===== src/logic/ppm_pkg.sv =====
package ppm_pkg;
  // pin count and function space
  localparam int NUM_PINS = 10;
  localparam int FUNC_COUNT = 32;
  localparam int REG_WIDTH = 16;

  // byte addresses of the ten pin mode registers
  localparam logic [31:0] PIN1_MODE_ADDR = 32'h5000_3008;
  localparam logic [31:0] PIN2_MODE_ADDR = 32'h5000_300a;
  localparam logic [31:0] PIN3_MODE_ADDR = 32'h5000_300c;
  localparam logic [31:0] PIN4_MODE_ADDR = 32'h5000_300e;
  localparam logic [31:0] PIN5_MODE_ADDR = 32'h5000_3010;
  localparam logic [31:0] PIN6_MODE_ADDR = 32'h5000_3012;
  localparam logic [31:0] PIN7_MODE_ADDR = 32'h5000_3014;
  localparam logic [31:0] PIN8_MODE_ADDR = 32'h5000_3016;
  localparam logic [31:0] PIN9_MODE_ADDR = 32'h5000_3018;
  localparam logic [31:0] PIN10_MODE_ADDR = 32'h5000_301a;
  // registers are halfwords, two bytes apart
  localparam int REG_STRIDE_SHIFT = 1;

  // field positions inside a mode register
  localparam int PULL_LSB = 8;
  localparam int PULL_MSB = 9;
  localparam int FUNC_LSB = 0;
  localparam int FUNC_MSB = 4;

  // reset values
  localparam logic [1:0] PULL_RESET = 2'h2;
  localparam logic [4:0] FUNC_RESET = 5'h00;

  // pull_direction_sel codes
  localparam logic [1:0] PULL_NONE_IN = 2'h0;
  localparam logic [1:0] PULL_UP_IN = 2'h1;
  localparam logic [1:0] PULL_DOWN_IN = 2'h2;
  localparam logic [1:0] PULL_OUT = 2'h3;

  // pin_function_sel codes with special handling
  localparam logic [4:0] FUNC_GPIO = 5'h00;
  localparam logic [4:0] FUNC_ADC = 5'h0f;

  // functions whose peripheral may drive the pad (outputs and two-way)
  localparam logic [31:0] FUNC_CAN_DRIVE = 32'h7b97_3e74;
  // functions whose peripheral reads the pad (inputs and two-way)
  localparam logic [31:0] FUNC_CAN_READ = 32'h7408_068a;
  // pins 1, 2, 6 and 7 carry a converter input (bit 0 is pin 1)
  localparam logic [9:0] ADC_PIN_MASK = 10'h063;
endpackage


===== src/logic/ppm_pin_cell.sv =====
`timescale 1ns/1ps
`default_nettype none
module ppm_pin_cell #(
  parameter bit ADC_OK = 1'b0
) (
  input wire logic clock,
  input wire logic sys_rst,
  input wire logic [1:0] pullSel,
  input wire logic [4:0] funcSel,
  input wire logic gpioOut,
  input wire logic [31:0] periphOut,
  input wire logic [31:0] periphDrive,
  output logic padOut,
  output logic padOeN,
  output logic pullUpEn,
  output logic pullDownEn,
  output logic adcConnect
);
  // converter selected and legal on this pin
  wire isAdc;
  // plain general-purpose mode
  wire isGpio;
  // routed peripheral wants the pad and may drive it
  wire funcDrives;
  wire next_drive;
  wire next_data;
  wire next_up;
  wire next_down;

  assign isAdc = ADC_OK && (funcSel == ppm_pkg::FUNC_ADC);
  assign isGpio = (funcSel == ppm_pkg::FUNC_GPIO);
  assign funcDrives = ppm_pkg::FUNC_CAN_DRIVE[funcSel] & periphDrive[funcSel];
  assign next_drive = !isAdc && (isGpio ? (pullSel == ppm_pkg::PULL_OUT) : funcDrives);
  assign next_data = next_drive && (isGpio ? gpioOut : periphOut[funcSel]);
  assign next_up = !isAdc && (pullSel == ppm_pkg::PULL_UP_IN);
  assign next_down = !isAdc && (pullSel == ppm_pkg::PULL_DOWN_IN);

  // pad controls come from flops; reset leaves an input with pull-down
  always_ff @(posedge clock or posedge sys_rst) begin
    if (sys_rst) begin
      padOut <= 1'b0;
      padOeN <= 1'b1;
      pullUpEn <= 1'b0;
      pullDownEn <= 1'b1;
      adcConnect <= 1'b0;
    end else begin
      padOut <= next_data;
      padOeN <= !next_drive;
      pullUpEn <= next_up;
      pullDownEn <= next_down;
      adcConnect <= isAdc;
    end
  end
endmodule
`default_nettype wire


===== src/logic/ppm_pin_sync.sv =====
`timescale 1ns/1ps
`default_nettype none
module ppm_pin_sync #(
  parameter int WIDTH = 10
) (
  input wire logic clock,
  input wire logic sys_rst,
  input wire logic [WIDTH-1:0] asyncIn,
  output logic [WIDTH-1:0] syncOut
);
  // three-stage chain per bit
  logic [WIDTH-1:0] stageA;
  logic [WIDTH-1:0] stageB;
  logic [WIDTH-1:0] stageC;
  // a change is accepted only where the last two stages agree
  logic [WIDTH-1:0] agree;

  assign agree = ~(stageB ^ stageC);

  // stageA feeds stageB only, so metastability stays contained
  always_ff @(posedge clock or posedge sys_rst) begin
    if (sys_rst) begin
      stageA <= '0;
      stageB <= '0;
      stageC <= '0;
    end else begin
      stageA <= asyncIn;
      stageB <= stageA;
      stageC <= stageB;
    end
  end

  // filtered value, costs one glitch-free cycle of latency
  always_ff @(posedge clock or posedge sys_rst) begin
    if (sys_rst) begin
      syncOut <= '0;
    end else begin
      syncOut <= (agree & stageC) | (~agree & syncOut);
    end
  end
endmodule
`default_nettype wire


===== src/logic/ppm_port_mode.sv =====
// Functional notes
// - code three drives output in gpio mode, no resistors
// - codes zero to two: input in gpio mode, pull choice
// - pull field resets to pull-down input
// - converter function ignores the pull field
// - ten halfword registers, pins one to ten
// - function zero is gpio, others route peripherals
// - shared input function fed by lowest pin
// - converter code works on four pins only
`timescale 1ns/1ps
`default_nettype none
module ppm_port_mode #(
  parameter int NUM_PINS = ppm_pkg::NUM_PINS,
  parameter logic [31:0] FUNC_IN_IDLE = 32'h0000_0000
) (
  input wire logic clock,
  input wire logic sys_rst,
  // register port
  input wire logic [31:0] regAddr,
  input wire logic [15:0] regWrData,
  input wire logic regWrEn,
  input wire logic regRdEn,
  output logic [15:0] regRdData,
  // general-purpose data
  input wire logic [NUM_PINS-1:0] gpioOut,
  output logic [NUM_PINS-1:0] gpioIn,
  // peripheral side, one bit per function code
  input wire logic [31:0] periphOut,
  input wire logic [31:0] periphDrive,
  output logic [31:0] periphIn,
  // pad side
  input wire logic [NUM_PINS-1:0] padIn,
  output logic [NUM_PINS-1:0] padOut,
  output logic [NUM_PINS-1:0] padOeN,
  output logic [NUM_PINS-1:0] pullUpEn,
  output logic [NUM_PINS-1:0] pullDownEn,
  output logic [NUM_PINS-1:0] adcConnect
);

  // ------------------------------------------------------------
  // register storage
  // ------------------------------------------------------------

  // only the live fields are stored; reserved bits have no flops
  logic [1:0] pullDir [NUM_PINS];
  logic [4:0] funcSel [NUM_PINS];

  // ------------------------------------------------------------
  // address decode
  // ------------------------------------------------------------

  // offset of the access from the first pin register
  wire [31:0] addrOffset;
  // halfword index, pin one is index zero
  wire [3:0] regIndex;
  // access lands inside the block's range
  wire inRange;
  // halfword aligned
  wire aligned;
  // decoded hit on one of the mode registers
  wire regHit;
  // qualified strobes
  wire wrHit;
  wire rdHit;

  assign addrOffset = regAddr - ppm_pkg::PIN1_MODE_ADDR;
  assign regIndex = 4'(addrOffset >> ppm_pkg::REG_STRIDE_SHIFT);
  assign inRange = (regAddr >= ppm_pkg::PIN1_MODE_ADDR) && (regAddr <= ppm_pkg::PIN10_MODE_ADDR);
  // odd byte addresses fall between registers and are unmapped
  assign aligned = (regAddr[0] == 1'b0);
  assign regHit = inRange && aligned && (32'(regIndex) < NUM_PINS);
  assign wrHit = regWrEn && regHit;
  assign rdHit = regRdEn && regHit;

  // ------------------------------------------------------------
  // write path
  // ------------------------------------------------------------

  // new field values from the bus word
  wire [1:0] wrPull;
  wire [4:0] wrFunc;

  assign wrPull = regWrData[ppm_pkg::PULL_MSB:ppm_pkg::PULL_LSB];
  assign wrFunc = regWrData[ppm_pkg::FUNC_MSB:ppm_pkg::FUNC_LSB];

  genvar gp;
  generate
    for (gp = 0; gp < NUM_PINS; gp++) begin : g_reg
      // this pin's register is addressed
      wire sel;
      assign sel = wrHit && (regIndex == 4'(gp));

      // one mode register per pin, written whole
      always_ff @(posedge clock or posedge sys_rst) begin
        if (sys_rst) begin
          pullDir[gp] <= ppm_pkg::PULL_RESET;
          funcSel[gp] <= ppm_pkg::FUNC_RESET;
        end else if (sel) begin
          pullDir[gp] <= wrPull;
          funcSel[gp] <= wrFunc;
        end
      end
    end
  endgenerate

  // ------------------------------------------------------------
  // read path
  // ------------------------------------------------------------

  // register image of the addressed pin
  logic [15:0] rdImage;
  // next value of the read data flop
  wire [15:0] next_rdData;

  // assemble the addressed register, reserved bits as zero
  always_comb begin
    rdImage = '0;
    for (int i = 0; i < NUM_PINS; i++) begin
      if (regIndex == 4'(i)) begin
        rdImage[ppm_pkg::PULL_MSB:ppm_pkg::PULL_LSB] = pullDir[i];
        rdImage[ppm_pkg::FUNC_MSB:ppm_pkg::FUNC_LSB] = funcSel[i];
      end
    end
  end

  // unmapped reads answer zero instead of stalling the master
  assign next_rdData = rdHit ? rdImage : 16'h0000;

  // read data stands for exactly the cycle after the strobe
  always_ff @(posedge clock or posedge sys_rst) begin
    if (sys_rst) begin
      regRdData <= 16'h0000;
    end else begin
      regRdData <= next_rdData;
    end
  end

  // ------------------------------------------------------------
  // pad input synchroniser
  // ------------------------------------------------------------

  // pad levels, settled in the clock domain
  logic [NUM_PINS-1:0] padSync;

  // pads are asynchronous to the clock, so filter them first
  ppm_pin_sync #(
    .WIDTH(NUM_PINS)
  ) i_ppm_pin_sync (
    .clock(clock),
    .sys_rst(sys_rst),
    .asyncIn(padIn),
    .syncOut(padSync)
  );

  // gpio read value is the settled pad level in every mode
  assign gpioIn = padSync;

  // ------------------------------------------------------------
  // per-pin pad control
  // ------------------------------------------------------------

  genvar gc;
  generate
    for (gc = 0; gc < NUM_PINS; gc++) begin : g_cell
      // converter switch only exists where the mask says so
      ppm_pin_cell #(
        .ADC_OK(ppm_pkg::ADC_PIN_MASK[gc])
      ) i_ppm_pin_cell (
        .clock(clock),
        .sys_rst(sys_rst),
        .pullSel(pullDir[gc]),
        .funcSel(funcSel[gc]),
        .gpioOut(gpioOut[gc]),
        .periphOut(periphOut),
        .periphDrive(periphDrive),
        .padOut(padOut[gc]),
        .padOeN(padOeN[gc]),
        .pullUpEn(pullUpEn[gc]),
        .pullDownEn(pullDownEn[gc]),
        .adcConnect(adcConnect[gc])
      );
    end
  endgenerate

  // ------------------------------------------------------------
  // peripheral input routing
  // ------------------------------------------------------------

  // value each input function would see this cycle
  logic [31:0] next_periphIn;

  genvar gf;
  generate
    for (gf = 0; gf < ppm_pkg::FUNC_COUNT; gf++) begin : g_func
      // walk from the top pin down so the lowest match is applied last
      always_comb begin
        next_periphIn[gf] = FUNC_IN_IDLE[gf];
        if (ppm_pkg::FUNC_CAN_READ[gf]) begin
          for (int p = NUM_PINS - 1; p >= 0; p--) begin
            if (funcSel[p] == 5'(gf)) begin
              next_periphIn[gf] = padSync[p];
            end
          end
        end
      end
    end
  endgenerate

  // registered so peripherals see a clean level, one cycle late
  always_ff @(posedge clock or posedge sys_rst) begin
    if (sys_rst) begin
      periphIn <= 32'h0000_0000;
    end else begin
      periphIn <= next_periphIn;
    end
  end

endmodule
`default_nettype wire


===== config.mk =====
export PLATFORM = sky130hd
export DESIGN_NAME = ppm_port_mode
export DESIGN_NICKNAME = d
export VERILOG_FILES = /design/src/logic/ppm_pkg.sv /design/src/logic/ppm_pin_cell.sv /design/src/logic/ppm_pin_sync.sv /design/src/logic/ppm_port_mode.sv
export SDC_FILE = /design/constraint.sdc
export NUM_CORES = 1
export LEC_CHECK = 0
export BUFFER_PORTS_ARGS = -buffer_cell sky130_fd_sc_hd__buf_4
export CAP_MARGIN = 20
export CORE_MARGIN = 4
export CORE_UTILIZATION = 45
export DETAILED_ROUTE_END_ITERATION = 7
export GPL_TIMING_DRIVEN = 0
export PLACE_DENSITY = 0.67
export SLEW_MARGIN = 20
export SYNTH_ARGS = -nofsm -noshare
export SYNTH_HDL_FRONTEND = slang
export SYNTH_SLANG_ARGS = --single-unit
export TNS_END_PERCENT = 30

===== constraint.sdc =====
create_clock -name clock -period 8.77 [get_ports clock]
set_input_delay 0.4385 -clock clock [delete_from_list [all_inputs] [get_ports clock]]
set_output_delay 0.4385 -clock clock [all_outputs]
set_load 0.01 [all_outputs]

==> results.tsv, run 1 <==
metric	value	unit
outcome	finished clean	
worst_pin_slew	901	ps
ys_seq_elements	171	
reg2reg_depth	10	
multiInputGateArea	9860	sq um
fin_worst_skew	16.6	ps
wirelength	59.5	mm
drtIter0Drc	1797	
cp_max_fo	10	
drive_gt1_frac	0.349	
gp_congestion	0.983	
cp-end-kind	register	
dpl_worst_slack	5060	ps
grt_max_degree	91	
netlist_instances	1406	
die_x	192	um
cp_slowest_stage_delay	720	ps
dr.pass1.iters	6	
post-route-util	0.538	
synth_compound_area_frac	0.109	
relSlewSlack	0.395	
p_leak	7.18	nW
synth_xor_area_frac	0	
netlist_area	15300	sq um
grt_pass1_wl	86.7	mm
critical_path_class	register to register	
cts_tree	yes	
nets	1835	
cts_root_buffer	clkbuf_16	
muxShareOfSynthArea	0.337	
finalCritPeriodShare	0.429	
hold_ws	71.5	ps
yosysUniqueCellTypes	76	
diodes	0	
synth_top_area_frac	0.241	
arrival	4140	ps
track_usage	0.318	
synth.avg_cell_area	10.9	sq um
drc_errors	0	
routed_via_density	6.67	
cts_inserted_buffers	17	
die-area	37000	sq um
synth_edf_count	0	
antenna_found_initial	2	
core.rowCount	67	
cp-start-kind	register	
grt_pass1_vias	13400	
ios	244	
clockBufferDepth	2	
cts_num_sinks	171	
core	33500	sq um
fp.dieH	192	um
rsz0062_at_grt	false	
worstPathRequired	9140	ps
ir_drop	0.106	mV
ys_top_cells_by_count	mux4_2 (164), dfrtp_1 (141), buf_4 (86)	
drt.antenna.violating_nets	0	
areaGrowthSynthToFinish	17.9	%
start_util	0.456	
overflow	0	
synth_fa_ha_area_frac	0.0491	
synthFlopType	dfrtp_1	
htree_num_levels	4	
io_buffers	185	
synth_most_common_cell	mux4_2	
power	1.88	mW
drv_cap	0	
post_cts_resized	0	
min_path_type	input pin to async pin	
yosysSeqAreaShare	0.282	
post-route-min-period	3760	ps
fin_ws	5010	ps
yosys.area.top_type	mux4_2	
critPathSlowestCell	clkbuf_1	
clock.fmax	266	MHz
clock_latency	450	ps
finalSetupViolCount	0	
report.final.slew_viol_count	0	
path_clk_slew	80	ps
hold_viol_final	0	
route.vias.total	14100	
synth.area.top_cells	mux4_2 (24%), dfrtp_1 (23%), dfstp_2 (5.2%), ha_1 (4.3%), buf_4 (4.2%)	
synth_warnings	0	
dp_hpwl	46.1	mm
holdBufCountCts	0	
p_per_area	104	nW/um^2
fin_setup_tns	0	ps
synthArstFlopShare	1.00	
synth_top_family_by_area	multiplexers	
seq_area	4320	sq um
path_cells	buf_2 -> clkbuf_1 -> inv_1 -> ha_1 -> and4b_1 -> nor4_1 -> a211oi_1 -> nor4b_1 -> o22ai_1 -> a21oi_1	
synth-simple-area-share	0.140	
n_fill_cell	3024	
avgRoutedWirePerCell	28.2	um
cts_setup_buffers	0	
==> routing by layer <==
metal  share of wire  vias up  global-route usage  routed length, um
met4           0.040        2               0.111               2390
met2            0.43     1167               0.470              25800
met3            0.14      173              0.0973               8180
li1                -     5822                   -                  -
met1            0.39     6900               0.448              23200
met5         0.00022        -                   0                 13
==> sequential cells by signal, summed over array words and instances (netlist names), named ones only <==
name and count:
g_cell.i_ppm_pin_cell.adcConnect 4, funcSel 50, i_ppm_pin_sync.stageB 10, pullDir 20
g_cell.i_ppm_pin_cell.pullDownEn 10, g_cell.i_ppm_pin_cell.padOeN 10, i_ppm_pin_sync.stageC 10, g_cell.i_ppm_pin_cell.pullUpEn 10
i_ppm_pin_sync.stageA 10, regRdData 7, periphIn 10, g_cell.i_ppm_pin_cell.padOut 10
==> path summary, 6_finish.rpt <==
check	endpoint	slack, ps	startpoint
worst max-delay path	periphIn[26]	5010	funcSel[5]
worst min-delay path	g_cell[6].i_ppm_pin_cell.adcConnect	70	sys_rst
worst max register to register	periphIn[26]	5010	funcSel[5]
worst min register to register	i_ppm_pin_sync.stageB[9]	350	i_ppm_pin_sync.stageA[9]
max in group asynchronous	pullDir[19]	7840	sys_rst
min in group clock	i_ppm_pin_sync.stageA[1]	90	padIn[1]
==> report_power, final <==
part           switching, mW  internal [mW]  total, mW  leakage [nW]
Combinational          0.159          0.122      0.282          4.69
Clock                  0.369          0.418      0.787         0.299
Sequential            0.0107          0.800      0.811          2.19
==> cell families after synthesis <==
logic type      Yosys count
compound gates          235
fa+ha+maj                62
buf+inv                 247
flops                   171
mux                     300
other cells               1
simple gates            390
==> worst max-delay path: cells and delay by family, from the launching register on <==
family	cells	cell delay, ps
and+or+nand+nor	3	960
buffers and inverters	3	1370
DFF	1	430
adders and majority gates	1	380
AOI/OAI and AO/OA	3	550
==> per-stage QoR <==
step / area [sq um] / instances
after floorplan: 15400 / 1442
after global placement: 17400 / 2075
after detailed placement: 17400 / 2076
after CTS: 18000 / 2108
after global routing: 18000 / 2108
final: 18000 / 2108
==> area by class of cell <==
| type | count | area share |
|---|---|---|
| buffer | 202 | 0.0607 |
| clock buffer | 18 | 0.0243 |
| clock inverter | 14 | 0.00964 |
| inverter | 45 | 0.00978 |
| multi-input combinational | 1024 | 0.547 |
| sequential | 171 | 0.239 |
| tap | 448 | 0.0311 |
| timing repair buffer | 186 | 0.0785 |
==> cells in the final DEF, fill, tap and decap left out, drive strengths merged, types with 5 or more instances in the layout <==
cell type	n
and3	16
nand3	45
a22o	5
nor3	27
o2111ai	5
nand2	84
a31oi	15
o21ai	48
and4	7
nor2	71
maj3	10
o22ai	12
nand4	24
inv	53
mux4	164
clkbuf	92
o211ai	10
nor4	5
nand4b	5
nand2b	21
nor3b	14
a32oi	17
nor4bb	9
a32o	6
and2	6
a211oi	11
nor4b	8
a22oi	16
a221oi	8
a21oi	34
mux2	85
mux2i	51
dfstp	30
ha	52
conb	37
dfrtp	141
buf	314
nor2b	33
Note: power is estimated with default switching activity, not from simulation.
==> inputs of run 2 (changes only) <==
clock period = 3.7 ns   (was 8.77 ns; I/O delays follow)
==> results.tsv, run 2 (synthesis gave the netlist of run 1 again) <==
metric	value	unit
drc_errors	0	
cts_tree	yes	
outcome	finished clean	
track_usage	0.310	
wirelength	57.6	mm
reg2reg_depth	9	
core.rowCount	67	
io_buffers	185	
nets	1849	
most-common-layout-cells	buf_4 (271), mux4_2 (164), dfrtp_1 (141)	
clockBufferDepth	2	
drtIter0Drc	2109	
die-area	37000	sq um
min_to	g_cell[6].i_ppm_pin_cell.padOut	
wl_met1	22.5	mm
die_x	192	um
antenna_found_initial	0	
cts_setup_buffers	0	
clock_latency	450	ps
routed_via_density	6.69	
relSlewSlack	0.375	
avgRoutedWirePerCell	27.1	um
grt_pass1_wl	85.8	mm
worstPathRequired	4030	ps
p_leak	7.25	nW
diodes	0	
min_from	gpioOut[6]	
finalSetupViolCount	0	
cts_root_buffer	clkbuf_16	
worst_pin_slew	926	ps
fin_worst_skew	14.6	ps
wl_met3	7.63	mm
hold_viol_final	0	
ios	244	
r2r-end	periphIn[9]	
hold_path_depth	3	
drt.antenna.violating_nets	0	
cp-start-kind	register	
areaGrowthSynthToFinish	18.8	%
dr.pass1.iters	6	
min_path_type	input pin to register	
clock.fmax	277	MHz
r2r-start	funcSel[26]	
top_register	funcSel	
cts_inserted_buffers	17	
dpl_worst_slack	15.7	ps
fin_ws	94.4	ps
report.final.slew_viol_count	0	
finalCritPeriodShare	0.974	
largestRegisters	funcSel x50, pullDir x20	
post-route-min-period	3610	ps
start_util	0.456	
rrSetupSlack	90	ps
wl_met2	24.8	mm
gp_congestion	1.02	
cp-end-kind	register	
top_layer	met4	
cp_max_fo	10	
cts_num_sinks	171	
core	33500	sq um
rsz0062_at_grt	false	
fin_setup_tns	0	ps
drive_gt1_frac	0.352	
ir_drop	0.245	mV
htree_num_levels	4	
largest_reg_flops	50	
mostFrequentLayoutCell	buf_4	
p_per_area	241	nW/um^2
dp_hpwl	44.8	mm
overflow	0	
grt_pass1_vias	13600	
fp.dieH	192	um
arrival	3930	ps
grt_max_degree	35	
path_clk_slew	80	ps
drv_cap	0	
critical_path_class	register to register	
route.vias.total	14200	
run 2: changes by cell type in the layout (fill, tap and decap cells not counted), moves of 2 or more:
cell and change:
clkbuf_2 +6, clkbuf_1 -2, dlygate4sd3_1 +11, buf_1 -5, buf_12 +5, clkinvlp_4 +4
clkinv_4 +2, clkinv_8 -2
run 2: final cells by class:
| type | instances | area, sq um |
|---|---|---|
| plain buffers | 201 | 1100 |
| clock buffers | 17 | 425 |
| clock inverters | 15 | 149 |
| fillers | 2982 | 15400 |
| inverters | 45 | 173 |
| multi-input cells | 1024 | 9860 |
| flip-flops and latches | 171 | 4320 |
| well taps | 448 | 561 |
| repair buffers | 201 | 1600 |
run 2: metal layers:
layer | global-route usage | vias up
met3 | 0.0729 | 206
met2 | 0.460 | 1265
li1 | - | 5842
met5 | 0 | -
met1 | 0.445 | 6883
met4 | 0.113 | 0
run 2: power by group:
part	internal [mW]	total (mW)	switching [mW]
Combinational	0.305	0.682	0.377
Clock	0.897	1.79	0.888
Sequential	1.90	1.92	0.0253
Total	3.10	4.39	1.29
run 2: stage by stage:
stage               instance area [sq um]  power, mW  utilization  hold slack [ps]  instances
floorplan                           15400       2.27            -              216       1442
global placement                    17400       2.58        0.519              294       2075
detailed placement                  17500       2.61        0.522              184       2080
CTS                                 18200       4.40        0.542             31.6       2123
global route                        18200       4.51        0.542             70.1       2122
finish                              18200       4.39        0.542             52.5       2122
run 2: repair_timing:
action	4_1_cts	5_1_grt
setup endpoints to repair	0	6
hold buffers	11	0
endpoints found under the hold margin	22	0
gates resized for setup	0	9
run 2: worst max-delay path by stage:
stage           startpoint                               to  cells after the start  slack, ps
6_report       funcSel[26]                      periphIn[9]                      9         90
5_1_grt        funcSel[11]                      periphIn[1]                     10         20
4_1_cts        funcSel[10]                     periphIn[10]                     10         20
3_5_place_dp   funcSel[10]                     periphIn[10]                     10         20
3_3_place_gp   funcSel[10]                     periphIn[10]                     10         -6
2_1_floorplan  funcSel[25]  g_cell[4].i_ppm_pin_cell.padOut                      8       1080
run 2: worst max-delay path, stage by stage, from the launching register on:
cell,delay [ps]
dfrtp_1,470
clkbuf_1,340
clkbuf_2,360
inv_1,190
ha_1,300
nor4bb_1,580
a221oi_1,190
o311ai_0,290
o211ai_1,340
a221o_1,410
